<file path="src/logic/pmx_defines.vh">
`ifndef PMX_DEFINES_VH
`define PMX_DEFINES_VH

// Register byte addresses
`define PMX_ADDR_PORTA_CFG   8'h00
`define PMX_ADDR_PORTA_CFG2  8'h04
`define PMX_ADDR_PORTB_CFG   8'h08
`define PMX_ADDR_IFMODE      8'h0c
`define PMX_ADDR_PORTA_OUT   8'h10
`define PMX_ADDR_PORTA_OE    8'h14
`define PMX_ADDR_PORTB_OUT   8'h18
`define PMX_ADDR_PORTB_OE    8'h1c
`define PMX_ADDR_PIN_STATE   8'h20

// Interface mode field encodings
`define PMX_IF_PORTS         2'h0
`define PMX_IF_CPU_BUS       2'h1
`define PMX_IF_WAVE          2'h2
`define PMX_IF_SLAVE_FIFO    2'h3

// Reset values
`define PMX_RST_BYTE         8'h00
`define PMX_RST_IFMODE       2'h0

// UART mode 0 code
`define PMX_UART_MODE0       2'h0

// AXI responses
`define PMX_RESP_OKAY        2'h0
`define PMX_RESP_SLVERR      2'h2

// Configuration bit positions
`define PMX_A5               5
`define PMX_A6               6
`define PMX_A7               7
`define PMX_B0               0
`define PMX_B1               1
`define PMX_B2               2

`endif

</file>
<file path="src/logic/pmx_pin_mux.v">
// Function
// Port A bit 5 function from alt-select bit 5, select-two bit 5, mode.
// After reset every pin is a port input, nothing driven.
// External FIFO strobe, active low, driven out on port A bit 5.
// Waveform mode: port A bit 5 feeds waveform ready input five.
// Slave FIFO mode: outside strobe on bit 5 pops slave FIFOs.
// Port A bit 6 function chosen by alt-select bit 6 alone.
// UART0 echo drives UART0 data in mode 0, else constant one.
// Port A bit 7 function chosen by alt-select bit 7 alone.
// UART1 echo drives UART1 data in mode 0, high in modes 1-3.
// Timer2 count input taken from pad only while counter-select is one.
// Timer2 reload on each falling edge of port B bit 1.
// Reload edges ignored unless timer2 external enable is set.
// UART1 receive takes pad level in every UART mode.
// CPU bus mode: port B bits 0-2 carry processor data bits.
// Waveform mode: port B bits carry waveform A data bits.
// Slave FIFO mode: port B bits carry FIFO A data bits.
// Timer0 overflow output pulses high one cycle per overflow.
// Pads driven only for outputs or buses driving; inputs float.
//
// The address map and register access over AXI4-Lite were chosen for this implementation.
`include "pmx_defines.vh"

module pmx_pin_mux (
    input  wire        clock,
    input  wire        sys_rst,
    input  wire [7:0]  s_axi_awaddr,
    input  wire        s_axi_awvalid,
    output reg         s_axi_awready,
    input  wire [31:0] s_axi_wdata,
    input  wire [3:0]  s_axi_wstrb,
    input  wire        s_axi_wvalid,
    output reg         s_axi_wready,
    output reg  [1:0]  s_axi_bresp,
    output reg         s_axi_bvalid,
    input  wire        s_axi_bready,
    input  wire [7:0]  s_axi_araddr,
    input  wire        s_axi_arvalid,
    output reg         s_axi_arready,
    output reg  [31:0] s_axi_rdata,
    output reg  [1:0]  s_axi_rresp,
    output reg         s_axi_rvalid,
    input  wire        s_axi_rready,
    input  wire [2:0]  padAIn,
    output reg  [2:0]  padAOut,
    output reg  [2:0]  padAOe,
    input  wire [2:0]  padBIn,
    output reg  [2:0]  padBOut,
    output reg  [2:0]  padBOe,
    input  wire        extFifoStrobeN,
    input  wire        uart0SyncData,
    input  wire [1:0]  uart0Mode,
    input  wire        uart1SyncData,
    input  wire [1:0]  uart1Mode,
    input  wire [2:0]  cpuDataOut,
    input  wire        cpuDataDrive,
    output reg  [2:0]  cpuDataIn,
    input  wire [2:0]  waveDataOut,
    input  wire        waveDataDrive,
    output reg  [2:0]  waveDataIn,
    input  wire [2:0]  fifoADataOut,
    input  wire        fifoADataDrive,
    output reg  [2:0]  fifoADataIn,
    input  wire        timerTwoCounterSelect,
    input  wire        timerTwoExtEnable,
    input  wire        timerZeroOverflow,
    output reg         waveReadyInFive,
    output reg         slaveFifoReadStrobe,
    output reg         timerTwoCountIn,
    output reg         timerTwoReload,
    output reg         uart1ReceiveIn,
    output reg         timerZeroOverflowOut
);

    reg [7:0] portAAltSelect_q;
    reg [7:0] portAAltSelectTwo_q;
    reg [7:0] portBAltSelect_q;
    reg [1:0] ifMode_q;
    reg [7:0] portAOutLatch_q;
    reg [7:0] portAOeLatch_q;
    reg [7:0] portBOutLatch_q;
    reg [7:0] portBOeLatch_q;
    reg       reloadPrev_q;
    reg       awHeld_q;
    reg [7:0] awAddr_q;
    reg       wHeld_q;
    reg [31:0] wData_q;
    reg [3:0] wStrb_q;

    reg [2:0] aOut_d;
    reg [2:0] aOe_d;
    reg [2:0] bOut_d;
    reg [2:0] bOe_d;
    reg [31:0] rdData_d;
    reg        rdOk_d;

    wire doWrite = awHeld_q && wHeld_q && !s_axi_bvalid;
    wire wave    = ifMode_q == `PMX_IF_WAVE;
    wire slave   = ifMode_q == `PMX_IF_SLAVE_FIFO;
    wire cpuBus  = ifMode_q == `PMX_IF_CPU_BUS;
    wire fifoStrobeSel = portAAltSelect_q[`PMX_A5]
                         && !portAAltSelectTwo_q[`PMX_A5]
                         && !wave && !slave;
    wire waveReadySel  = portAAltSelectTwo_q[`PMX_A5] && wave;
    wire slaveReadSel  = portAAltSelectTwo_q[`PMX_A5] && slave;
    // Raw pad edge, so leaving the function fakes no reload
    wire reloadSel = portBAltSelect_q[`PMX_B1] && !cpuBus && !wave
                     && !slave;

    // Byte-lane merge of write data
    function [7:0] mergeByte;
        input [7:0] old;
        input [31:0] data;
        input [3:0] strb;
        begin
            mergeByte = strb[0] ? data[7:0] : old;
        end
    endfunction

    // Pad drivers
    always @* begin
        aOut_d = portAOutLatch_q[`PMX_A7:`PMX_A5];
        aOe_d  = portAOeLatch_q[`PMX_A7:`PMX_A5];
        if (fifoStrobeSel) begin
            aOut_d[0] = extFifoStrobeN;
            aOe_d[0]  = 1'b1;
        end else if (waveReadySel || slaveReadSel) begin
            aOe_d[0] = 1'b0;
        end
        if (portAAltSelect_q[`PMX_A6]) begin
            aOut_d[1] = (uart0Mode == `PMX_UART_MODE0) ?
                        uart0SyncData : 1'b1;
            aOe_d[1]  = 1'b1;
        end
        if (portAAltSelect_q[`PMX_A7]) begin
            aOut_d[2] = (uart1Mode == `PMX_UART_MODE0) ?
                        uart1SyncData : 1'b1;
            aOe_d[2]  = 1'b1;
        end
        bOut_d = portBOutLatch_q[`PMX_B2:`PMX_B0];
        bOe_d  = portBOeLatch_q[`PMX_B2:`PMX_B0];
        // Bus modes override the port B selects
        if (cpuBus) begin
            bOut_d = cpuDataOut;
            bOe_d  = {3{cpuDataDrive}};
        end else if (wave) begin
            bOut_d = waveDataOut;
            bOe_d  = {3{waveDataDrive}};
        end else if (slave) begin
            bOut_d = fifoADataOut;
            bOe_d  = {3{fifoADataDrive}};
        end else begin
            if (portBAltSelect_q[`PMX_B0]) bOe_d[0] = 1'b0;
            if (portBAltSelect_q[`PMX_B1]) bOe_d[1] = 1'b0;
            if (portBAltSelect_q[`PMX_B2]) bOe_d[2] = 1'b0;
        end
    end

    // Read decode
    always @* begin
        rdData_d = 32'h0;
        rdOk_d   = 1'b1;
        if (s_axi_araddr == `PMX_ADDR_PORTA_CFG) begin
            rdData_d[7:0] = portAAltSelect_q;
        end else if (s_axi_araddr == `PMX_ADDR_PORTA_CFG2) begin
            rdData_d[7:0] = portAAltSelectTwo_q;
        end else if (s_axi_araddr == `PMX_ADDR_PORTB_CFG) begin
            rdData_d[7:0] = portBAltSelect_q;
        end else if (s_axi_araddr == `PMX_ADDR_IFMODE) begin
            rdData_d[1:0] = ifMode_q;
        end else if (s_axi_araddr == `PMX_ADDR_PORTA_OUT) begin
            rdData_d[7:0] = portAOutLatch_q;
        end else if (s_axi_araddr == `PMX_ADDR_PORTA_OE) begin
            rdData_d[7:0] = portAOeLatch_q;
        end else if (s_axi_araddr == `PMX_ADDR_PORTB_OUT) begin
            rdData_d[7:0] = portBOutLatch_q;
        end else if (s_axi_araddr == `PMX_ADDR_PORTB_OE) begin
            rdData_d[7:0] = portBOeLatch_q;
        end else if (s_axi_araddr == `PMX_ADDR_PIN_STATE) begin
            rdData_d[5:0] = {padBIn, padAIn};
        end else begin
            rdOk_d = 1'b0;
        end
    end

    always @(posedge clock or posedge sys_rst) begin
        if (sys_rst) begin
            portAAltSelect_q     <= `PMX_RST_BYTE;
            portAAltSelectTwo_q  <= `PMX_RST_BYTE;
            portBAltSelect_q     <= `PMX_RST_BYTE;
            ifMode_q             <= `PMX_RST_IFMODE;
            portAOutLatch_q      <= `PMX_RST_BYTE;
            portAOeLatch_q       <= `PMX_RST_BYTE;
            portBOutLatch_q      <= `PMX_RST_BYTE;
            portBOeLatch_q       <= `PMX_RST_BYTE;
            reloadPrev_q         <= 1'b0;
            awHeld_q             <= 1'b0;
            awAddr_q             <= 8'h00;
            wHeld_q              <= 1'b0;
            wData_q              <= 32'h0;
            wStrb_q              <= 4'h0;
            s_axi_awready        <= 1'b0;
            s_axi_wready         <= 1'b0;
            s_axi_bvalid         <= 1'b0;
            s_axi_bresp          <= `PMX_RESP_OKAY;
            s_axi_arready        <= 1'b0;
            s_axi_rvalid         <= 1'b0;
            s_axi_rdata          <= 32'h0;
            s_axi_rresp          <= `PMX_RESP_OKAY;
            padAOut              <= 3'h0;
            padAOe               <= 3'h0;
            padBOut              <= 3'h0;
            padBOe               <= 3'h0;
            cpuDataIn            <= 3'h0;
            waveDataIn           <= 3'h0;
            fifoADataIn          <= 3'h0;
            waveReadyInFive      <= 1'b0;
            slaveFifoReadStrobe  <= 1'b0;
            timerTwoCountIn      <= 1'b0;
            timerTwoReload       <= 1'b0;
            uart1ReceiveIn       <= 1'b1;
            timerZeroOverflowOut <= 1'b0;
        end else begin
            padAOut <= aOut_d;
            padAOe  <= aOe_d;
            padBOut <= bOut_d;
            padBOe  <= bOe_d;
            cpuDataIn   <= cpuBus ? padBIn : 3'h0;
            waveDataIn  <= wave ? padBIn : 3'h0;
            fifoADataIn <= slave ? padBIn : 3'h0;
            waveReadyInFive     <= waveReadySel && padAIn[0];
            slaveFifoReadStrobe <= slaveReadSel && padAIn[0];
            timerTwoCountIn <= portBAltSelect_q[`PMX_B0] && !cpuBus && !wave
                               && !slave && timerTwoCounterSelect
                               && padBIn[0];
            reloadPrev_q   <= padBIn[1];
            timerTwoReload <= reloadSel && reloadPrev_q && !padBIn[1]
                              && timerTwoExtEnable;
            uart1ReceiveIn <= (portBAltSelect_q[`PMX_B2] && !cpuBus && !wave
                              && !slave) ? padBIn[2] : 1'b1;
            timerZeroOverflowOut <= timerZeroOverflow;

            // AXI write channels, taken in either order
            if (s_axi_awvalid && s_axi_awready) begin
                awHeld_q <= 1'b1;
                awAddr_q <= s_axi_awaddr;
            end
            if (s_axi_wvalid && s_axi_wready) begin
                wHeld_q <= 1'b1;
                wData_q <= s_axi_wdata;
                wStrb_q <= s_axi_wstrb;
            end
            s_axi_awready <= !awHeld_q && !s_axi_awready && s_axi_awvalid;
            s_axi_wready  <= !wHeld_q && !s_axi_wready && s_axi_wvalid;
            if (doWrite) begin
                awHeld_q     <= 1'b0;
                wHeld_q      <= 1'b0;
                s_axi_bvalid <= 1'b1;
                s_axi_bresp  <= `PMX_RESP_OKAY;
                if (awAddr_q == `PMX_ADDR_PORTA_CFG) begin
                    portAAltSelect_q <=
                        mergeByte(portAAltSelect_q, wData_q, wStrb_q);
                end else if (awAddr_q == `PMX_ADDR_PORTA_CFG2) begin
                    portAAltSelectTwo_q <=
                        mergeByte(portAAltSelectTwo_q, wData_q, wStrb_q);
                end else if (awAddr_q == `PMX_ADDR_PORTB_CFG) begin
                    portBAltSelect_q <=
                        mergeByte(portBAltSelect_q, wData_q, wStrb_q);
                end else if (awAddr_q == `PMX_ADDR_IFMODE) begin
                    if (wStrb_q[0]) ifMode_q <= wData_q[1:0];
                end else if (awAddr_q == `PMX_ADDR_PORTA_OUT) begin
                    portAOutLatch_q <=
                        mergeByte(portAOutLatch_q, wData_q, wStrb_q);
                end else if (awAddr_q == `PMX_ADDR_PORTA_OE) begin
                    portAOeLatch_q <=
                        mergeByte(portAOeLatch_q, wData_q, wStrb_q);
                end else if (awAddr_q == `PMX_ADDR_PORTB_OUT) begin
                    portBOutLatch_q <=
                        mergeByte(portBOutLatch_q, wData_q, wStrb_q);
                end else if (awAddr_q == `PMX_ADDR_PORTB_OE) begin
                    portBOeLatch_q <=
                        mergeByte(portBOeLatch_q, wData_q, wStrb_q);
                end else if (awAddr_q != `PMX_ADDR_PIN_STATE) begin
                    s_axi_bresp <= `PMX_RESP_SLVERR;
                end
            end else if (s_axi_bvalid && s_axi_bready) begin
                s_axi_bvalid <= 1'b0;
            end

            // AXI read channel
            s_axi_arready <= !s_axi_arready && !s_axi_rvalid
                             && s_axi_arvalid;
            if (s_axi_arvalid && s_axi_arready) begin
                s_axi_rvalid <= 1'b1;
                s_axi_rdata  <= rdData_d;
                s_axi_rresp  <= rdOk_d ? `PMX_RESP_OKAY : `PMX_RESP_SLVERR;
            end else if (s_axi_rvalid && s_axi_rready) begin
                s_axi_rvalid <= 1'b0;
            end
        end
    end

endmodule

</file>
<file path="config.mk">
export PLATFORM = sky130hd
export DESIGN_NAME = pmx_pin_mux
export DESIGN_NICKNAME = d
export VERILOG_FILES = /design/src/logic/pmx_pin_mux.v
export VERILOG_INCLUDE_DIRS = /design/src /design/src/logic
export SDC_FILE = /design/constraint.sdc
export NUM_CORES = 1
export LEC_CHECK = 0
export ABC_AREA = 1
export BUFFER_PORTS_ARGS = -buffer_cell sky130_fd_sc_hd__buf_2
export CAP_MARGIN = 10
export CELL_PAD_IN_SITES_DETAIL_PLACEMENT = 1
export CELL_PAD_IN_SITES_GLOBAL_PLACEMENT = 1
export CORE_UTILIZATION = 25
export DETAILED_ROUTE_END_ITERATION = 7
export PLACE_DENSITY_LB_ADDON = 0.3
export SLEW_MARGIN = 20
export SYNTH_ARGS = -nofsm -noshare
export SYNTH_HDL_FRONTEND = slang
export SYNTH_SLANG_ARGS = --single-unit
</file>
<file path="constraint.sdc">
create_clock -name clock -period 4.7 [get_ports clock]
set_input_delay 0.94 -clock clock [delete_from_list [all_inputs] [get_ports clock]]
set_output_delay 0.94 -clock clock [all_outputs]
set_load 0.02 [all_outputs]
</file>
---- Word-level counts from Yosys, hierarchy flattened ----
Index checks and enable logic that the tools add are counted.
word-level totals
  bits in registers ....................... 122
operators by class
  eq/ne operators ......................... 19
  mux-type cells .......................... 60
  bitwise gates (word level) .............. 7
  reduce and logical (&&, ||, !) cells .... 63
operators with widths
  cell                  count
  $eq A8 B5 Y1 const B  8
  $mux W8               6
  $logic_and A1 B1 Y1   34
  $eq A8 B4 Y1 const B  4
  $mux W1               30
  $mux W3               9
  $mux W2               12
  $mux W6               3
  $eq A8 B3 Y1 const B  2
  $logic_not A8 Y1      2
  $logic_not A1 Y1      12
  $reduce_and A10 Y1    1
  $reduce_and A9 Y1     1
  $eq A8 B6 Y1 const B  1
  $ne A8 B6 Y1 const B  1
  $reduce_and A8 Y1     1
  $reduce_bool A2 Y1    4
  $not A1 Y1            7
  $reduce_and A7 Y1     1
  $reduce_and A6 Y1     1
  $reduce_and A5 Y1     1
  $eq A2 B2 Y1 const B  2
  $logic_not A2 Y1      2
  $reduce_and A4 Y1     1
  3 further kinds       3

---- Logic depth before layout (Yosys ltp) ----
  depth in word-level cells ............... 11
  mapped depth ............................ 12
  gate-level depth less buffers ........... 12

---- Worst setup path after synthesis ----
No wires, ideal clock.
  path kind ............................... in2reg
  start point ............................. in s_axi_araddr[0]
  end point ............................... reg s_axi_rdata[3]
  library setup time ...................... 0.116 ns
  data arrival time ....................... 1.912 ns
  required time ........................... 4.584 ns
  path slack .............................. 2.672 ns
  cell stages on the path ................. 10
  buffers on the path ..................... 1
  cells stage by stage .................... inv_1 > nand2_2 > nor2_4 > nand2_1 > buf_2 > or2_0 > nand2_1 > nand3_1 > nand2_1 > nand2_1
on the way
  longest elaborated chain between the ends .. 10
RTL lines
  what                           RTL line           RTL
  start, declared                pmx_pin_mux.v:37   input wire [7:0] s_axi_araddr,
  $eq A8 B6 Y1 (no source line)  -
  $mux W6                        pmx_pin_mux.v:179  end else if (s_axi_araddr == `PMX_ADDR_PIN_STATE) begin
  $mux W6                        pmx_pin_mux.v:177  end else if (s_axi_araddr == `PMX_ADDR_PORTB_OE) begin
  $mux W8                        pmx_pin_mux.v:175  end else if (s_axi_araddr == `PMX_ADDR_PORTB_OUT) begin
  $mux W8                        pmx_pin_mux.v:173  end else if (s_axi_araddr == `PMX_ADDR_PORTA_OE) begin
  $mux W8                        pmx_pin_mux.v:171  end else if (s_axi_araddr == `PMX_ADDR_PORTA_OUT) begin
  $mux W6                        pmx_pin_mux.v:169  end else if (s_axi_araddr == `PMX_ADDR_IFMODE) begin
  $mux W8                        pmx_pin_mux.v:167  end else if (s_axi_araddr == `PMX_ADDR_PORTB_CFG) begin
  $mux W8                        pmx_pin_mux.v:165  end else if (s_axi_araddr == `PMX_ADDR_PORTA_CFG2) begin
  $mux W8 (*)                    pmx_pin_mux.v:163  if (s_axi_araddr == `PMX_ADDR_PORTA_CFG) begin
  end signal, assigned           pmx_pin_mux.v:295  s_axi_rdata <= rdData_d;
  end, declared                  pmx_pin_mux.v:40   output reg [31:0] s_axi_rdata,
Mark *: on every way between the ends. The rest lies on a longest branch, timed or not.
A chain may end at the register's enable or synchronous reset.

---- Final worst setup path ----
  start point ............................. in s_axi_araddr[6]
  end point ............................... reg s_axi_rdata[0]
on the way
  longest elaborated chain between the ends .. 10
RTL lines
  what                           RTL line
  $eq A8 B6 Y1 (no source line)  -
  $mux W6                        pmx_pin_mux.v:179
  $mux W6                        pmx_pin_mux.v:177
  $mux W8                        pmx_pin_mux.v:175
  $mux W8                        pmx_pin_mux.v:173
  $mux W8                        pmx_pin_mux.v:171
  $mux W2                        pmx_pin_mux.v:169
  $mux W8                        pmx_pin_mux.v:167
  $mux W8                        pmx_pin_mux.v:165
  $mux W8 (*)                    pmx_pin_mux.v:163
Marks and branches as above.

==> flow_metrics.env <==
export IMPL_dieArea_um2=22470
export IMPL_wl_um=15220
export IMPL_endpoint_kind="flop"
export IMPL_criticalPathCategory="input port to flop"
export IMPL_internal_power_mw=2.239
export IMPL_avgViaCountPerCell=4.341
export IMPL_hold_class="flop to flop"
export IMPL_critPathSlowestCell="nor2_4"
export IMPL_cts_tree="done"
export IMPL_num_nets_final=821
export IMPL_finalHoldViolCount=0
export IMPL_critPathLaunch="s_axi_araddr[6]"
export IMPL_area_delta_synth_final_pct=22.67
export IMPL_synth_seq_area_share_pct=54.93
export IMPL_die_w_um=149.9
export IMPL_crit_path_max_fanout=17
export IMPL_crit_arrival_ps=2720
export IMPL_p_per_area_nw_per_um2=487.5
export IMPL_path_clk_slew_ps=60
export IMPL_ys_warn_count=0
export IMPL_final_antenna_net_count=0
export IMPL_clk_path_buf_depth=2
export IMPL_grt_overflow_total=0
export IMPL_drv_slew=0
export IMPL_p_comb_share_pct=20.4
export IMPL_route_vias_total=4437
export IMPL_dp_hpwl_um=11010
export IMPL_fin_crit_sh_pct=50.50
export IMPL_cpPeakStageDelay_ps=380
export IMPL_final_common_cell="nand2_1"
export IMPL_cts_inserted_buffers=17
export IMPL_ctsHoldBuffers=0
export IMPL_synthDominantCellAreaShare_pct=54.45
export IMPL_skew_ps=12.85
export IMPL_path_cells="buf_2 -> inv_1 -> nand2_1 -> nor2_4 -> nand2_1 -> inv_1 -> nand2_1 -> nand4_1 -> nand2_1 -> nand2_1 -> nand2_1 -> nand2_1"
export IMPL_drc_errors=0
export IMPL_synth_top_area_cell="dfrtp_1"
export IMPL_tns_ps=0
export IMPL_holdWs_ps=452.5
export IMPL_synth_area_leaders="dfrtp_1 (54%), nand2_1 (12%), o21ai_0 (5.4%)"
export IMPL_rsz0062_at_grt="false"
export IMPL_min_from="s_axi_awready"
export IMPL_drtIter0Drc=188
export IMPL_dr_pass1_iters=4
export IMPL_fp_coreArea_um2=21220
export IMPL_antenna_found_initial=0
export IMPL_cts_resized=0
export IMPL_p_clk_share_pct=37.7
export IMPL_cp_start_kind="input port"
export IMPL_peakVddDrop_mv=0.2353
export IMPL_n_fill_cell=2570
export IMPL_r2r_start="ifMode_q[1]"
export IMPL_postCtsSetupBuffers=0
export IMPL_worstPathRequired_ps=5050
export IMPL_cts_sinks=120
export IMPL_grt_max_degree=73
export IMPL_cts_root_buf="clkbuf_16"
export IMPL_diodes=0
export IMPL_crit_top_cell="nand2_1"
export IMPL_switching_share_pct=31.55
export IMPL_htree_levels=4
export IMPL_clock_latency_ps=420
export IMPL_gp_congestion=0.7451
export IMPL_max_freq_ghz=0.4213
export IMPL_die_h_um=149.9
export IMPL_setup_violations=0
export IMPL_ys_ff_latch=120
export IMPL_relSlewSlack_pct=37.12
export IMPL_grt_usage_pct=14.55
export IMPL_status="finished clean"
export IMPL_row_count=53
export IMPL_drv_cap=0
export IMPL_layout_common_cells="nand2_1 (173), dfrtp_1 (119), buf_2 (101)"
export IMPL_drive_above_1_share_pct=21.69
export IMPL_grt_pass1_wl_um=24420
export IMPL_ios=155
export IMPL_switching_power_mw=1.032
export IMPL_avgSynthCellArea_um2=8.709
export IMPL_pwr_share_seq_pct=41.9
export IMPL_synth_area_um2=5469
export IMPL_worstMarginPinSlew_ps=943.2
export IMPL_min_period_ps=2374
export IMPL_routedWlPerCell_um=14.89
export IMPL_netlist_instances=628
export IMPL_grt_pass1_vias=4386
export IMPL_p_leak_nw=3.387
export IMPL_initial_core_util_pct=25.77
export IMPL_port_buffer_count=101
export IMPL_synth_distinct_cells=39
-- power by group through the flow --
stage / clock network [mW] / logic [mW] / registers, mW
after floorplan: 0 / 0.411 / 1.43
after global placement: 0 / 0.673 / 1.39
after detailed placement: 0 / 0.686 / 1.39
after CTS: 1.27 / 0.690 / 1.37
after global routing: 1.31 / 0.773 / 1.40
final: 1.23 / 0.667 / 1.37
-- cells by family (layout without fill, tap and decap cells) --
kind of cell    after synthesis  after routing  share of synthesized area [%]
compound gates              107            107                          10.73
buf+inv                      94            188                          9.037
flops                       120            120                          54.93
mux                           1              1                         0.2059
other cells                   1             26                        0.06857
simple gates                305            305                          25.03
-- cell usage after synthesis --
library cell	count
nor3_4	2
o21a_1	1
o211ai_1	2
conb_1	1
inv_1	49
clkinv_1	2
nor2_2	3
nand4_1	9
a22oi_1	1
o21ai_2	7
nand3_4	1
buf_2	5
a221oi_1	2
o21ai_1	18
mux2_2	1
dfrtp_1	119
o21ai_0	59
nand3_1	38
nand3b_2	1
o21bai_1	1
nor2_4	4
nand2_1	173
or2_2	2
nand2_2	5
nor4_1	2
nor3_1	9
o22ai_1	1
or2_0	1
nand3b_1	1
buf_4	28
dfstp_2	1
nor3_2	3
inv_2	2
nor2_1	48
nor3b_1	3
a31oi_1	3
a21oi_1	12
clkbuf_1	4
buf_6	4
-- worst paths after layout --
check,end,slack [ps],cells after the start
worst min register to register,s_axi_awready,450,1
worst min-delay path,s_axi_awready,450,1
worst max-delay path,s_axi_rdata[0],2330,12
worst max register to register,padBOe[0],2710,6
min in group asynchronous,awAddr_q[1],730,2
max in group asynchronous,uart1ReceiveIn,3130,3
-- layer usage --
metal / track usage (%) / vias up / wire length, um
met3: 3.872 / 17 / 752
met1: 19.69 / 2108 / 7502
met4: 4.798 / 0 / 185
li1: - / 2205 / -
met5: 0 / - / 0
met2: 22.41 / 107 / 6775
-- stage by stage --
step | power, mW | cell area (um^2) | cells | worst slack [ps] | util, %
floorplan | 1.839 | 5563 | 653 | 575.8 | -
global placement | 2.058 | 6147 | 990 | 1932 | 28.97
CTS | 3.335 | 6709 | 1022 | 2357 | 31.62
finish | 3.271 | 6709 | 1022 | 2326 | 31.62
detailed placement | 2.076 | 6147 | 990 | 1921 | 28.97
global route | 3.488 | 6709 | 1022 | 2162 | 31.62
-- worst max-delay path, delay by kind of cell --
kind                   cells  cell delay [ps]
AND/OR/NAND/NOR            9             1380
buffers and inverters      3              390
-- final cells by class --
cell class | instances | area [um^2] | share of cell area [%]
clock buffer | 28 | 516.7 | 7.702
sequential | 120 | 3004 | 44.78
clock inverter | 4 | 45.04 | 0.6714
timing repair buffer | 103 | 533.0 | 7.945
tap | 275 | 344.1 | 5.129
multi-input combinational | 439 | 2064 | 30.77
inverter | 53 | 201.4 | 3.003
Power figures use the tool's default switching activity.
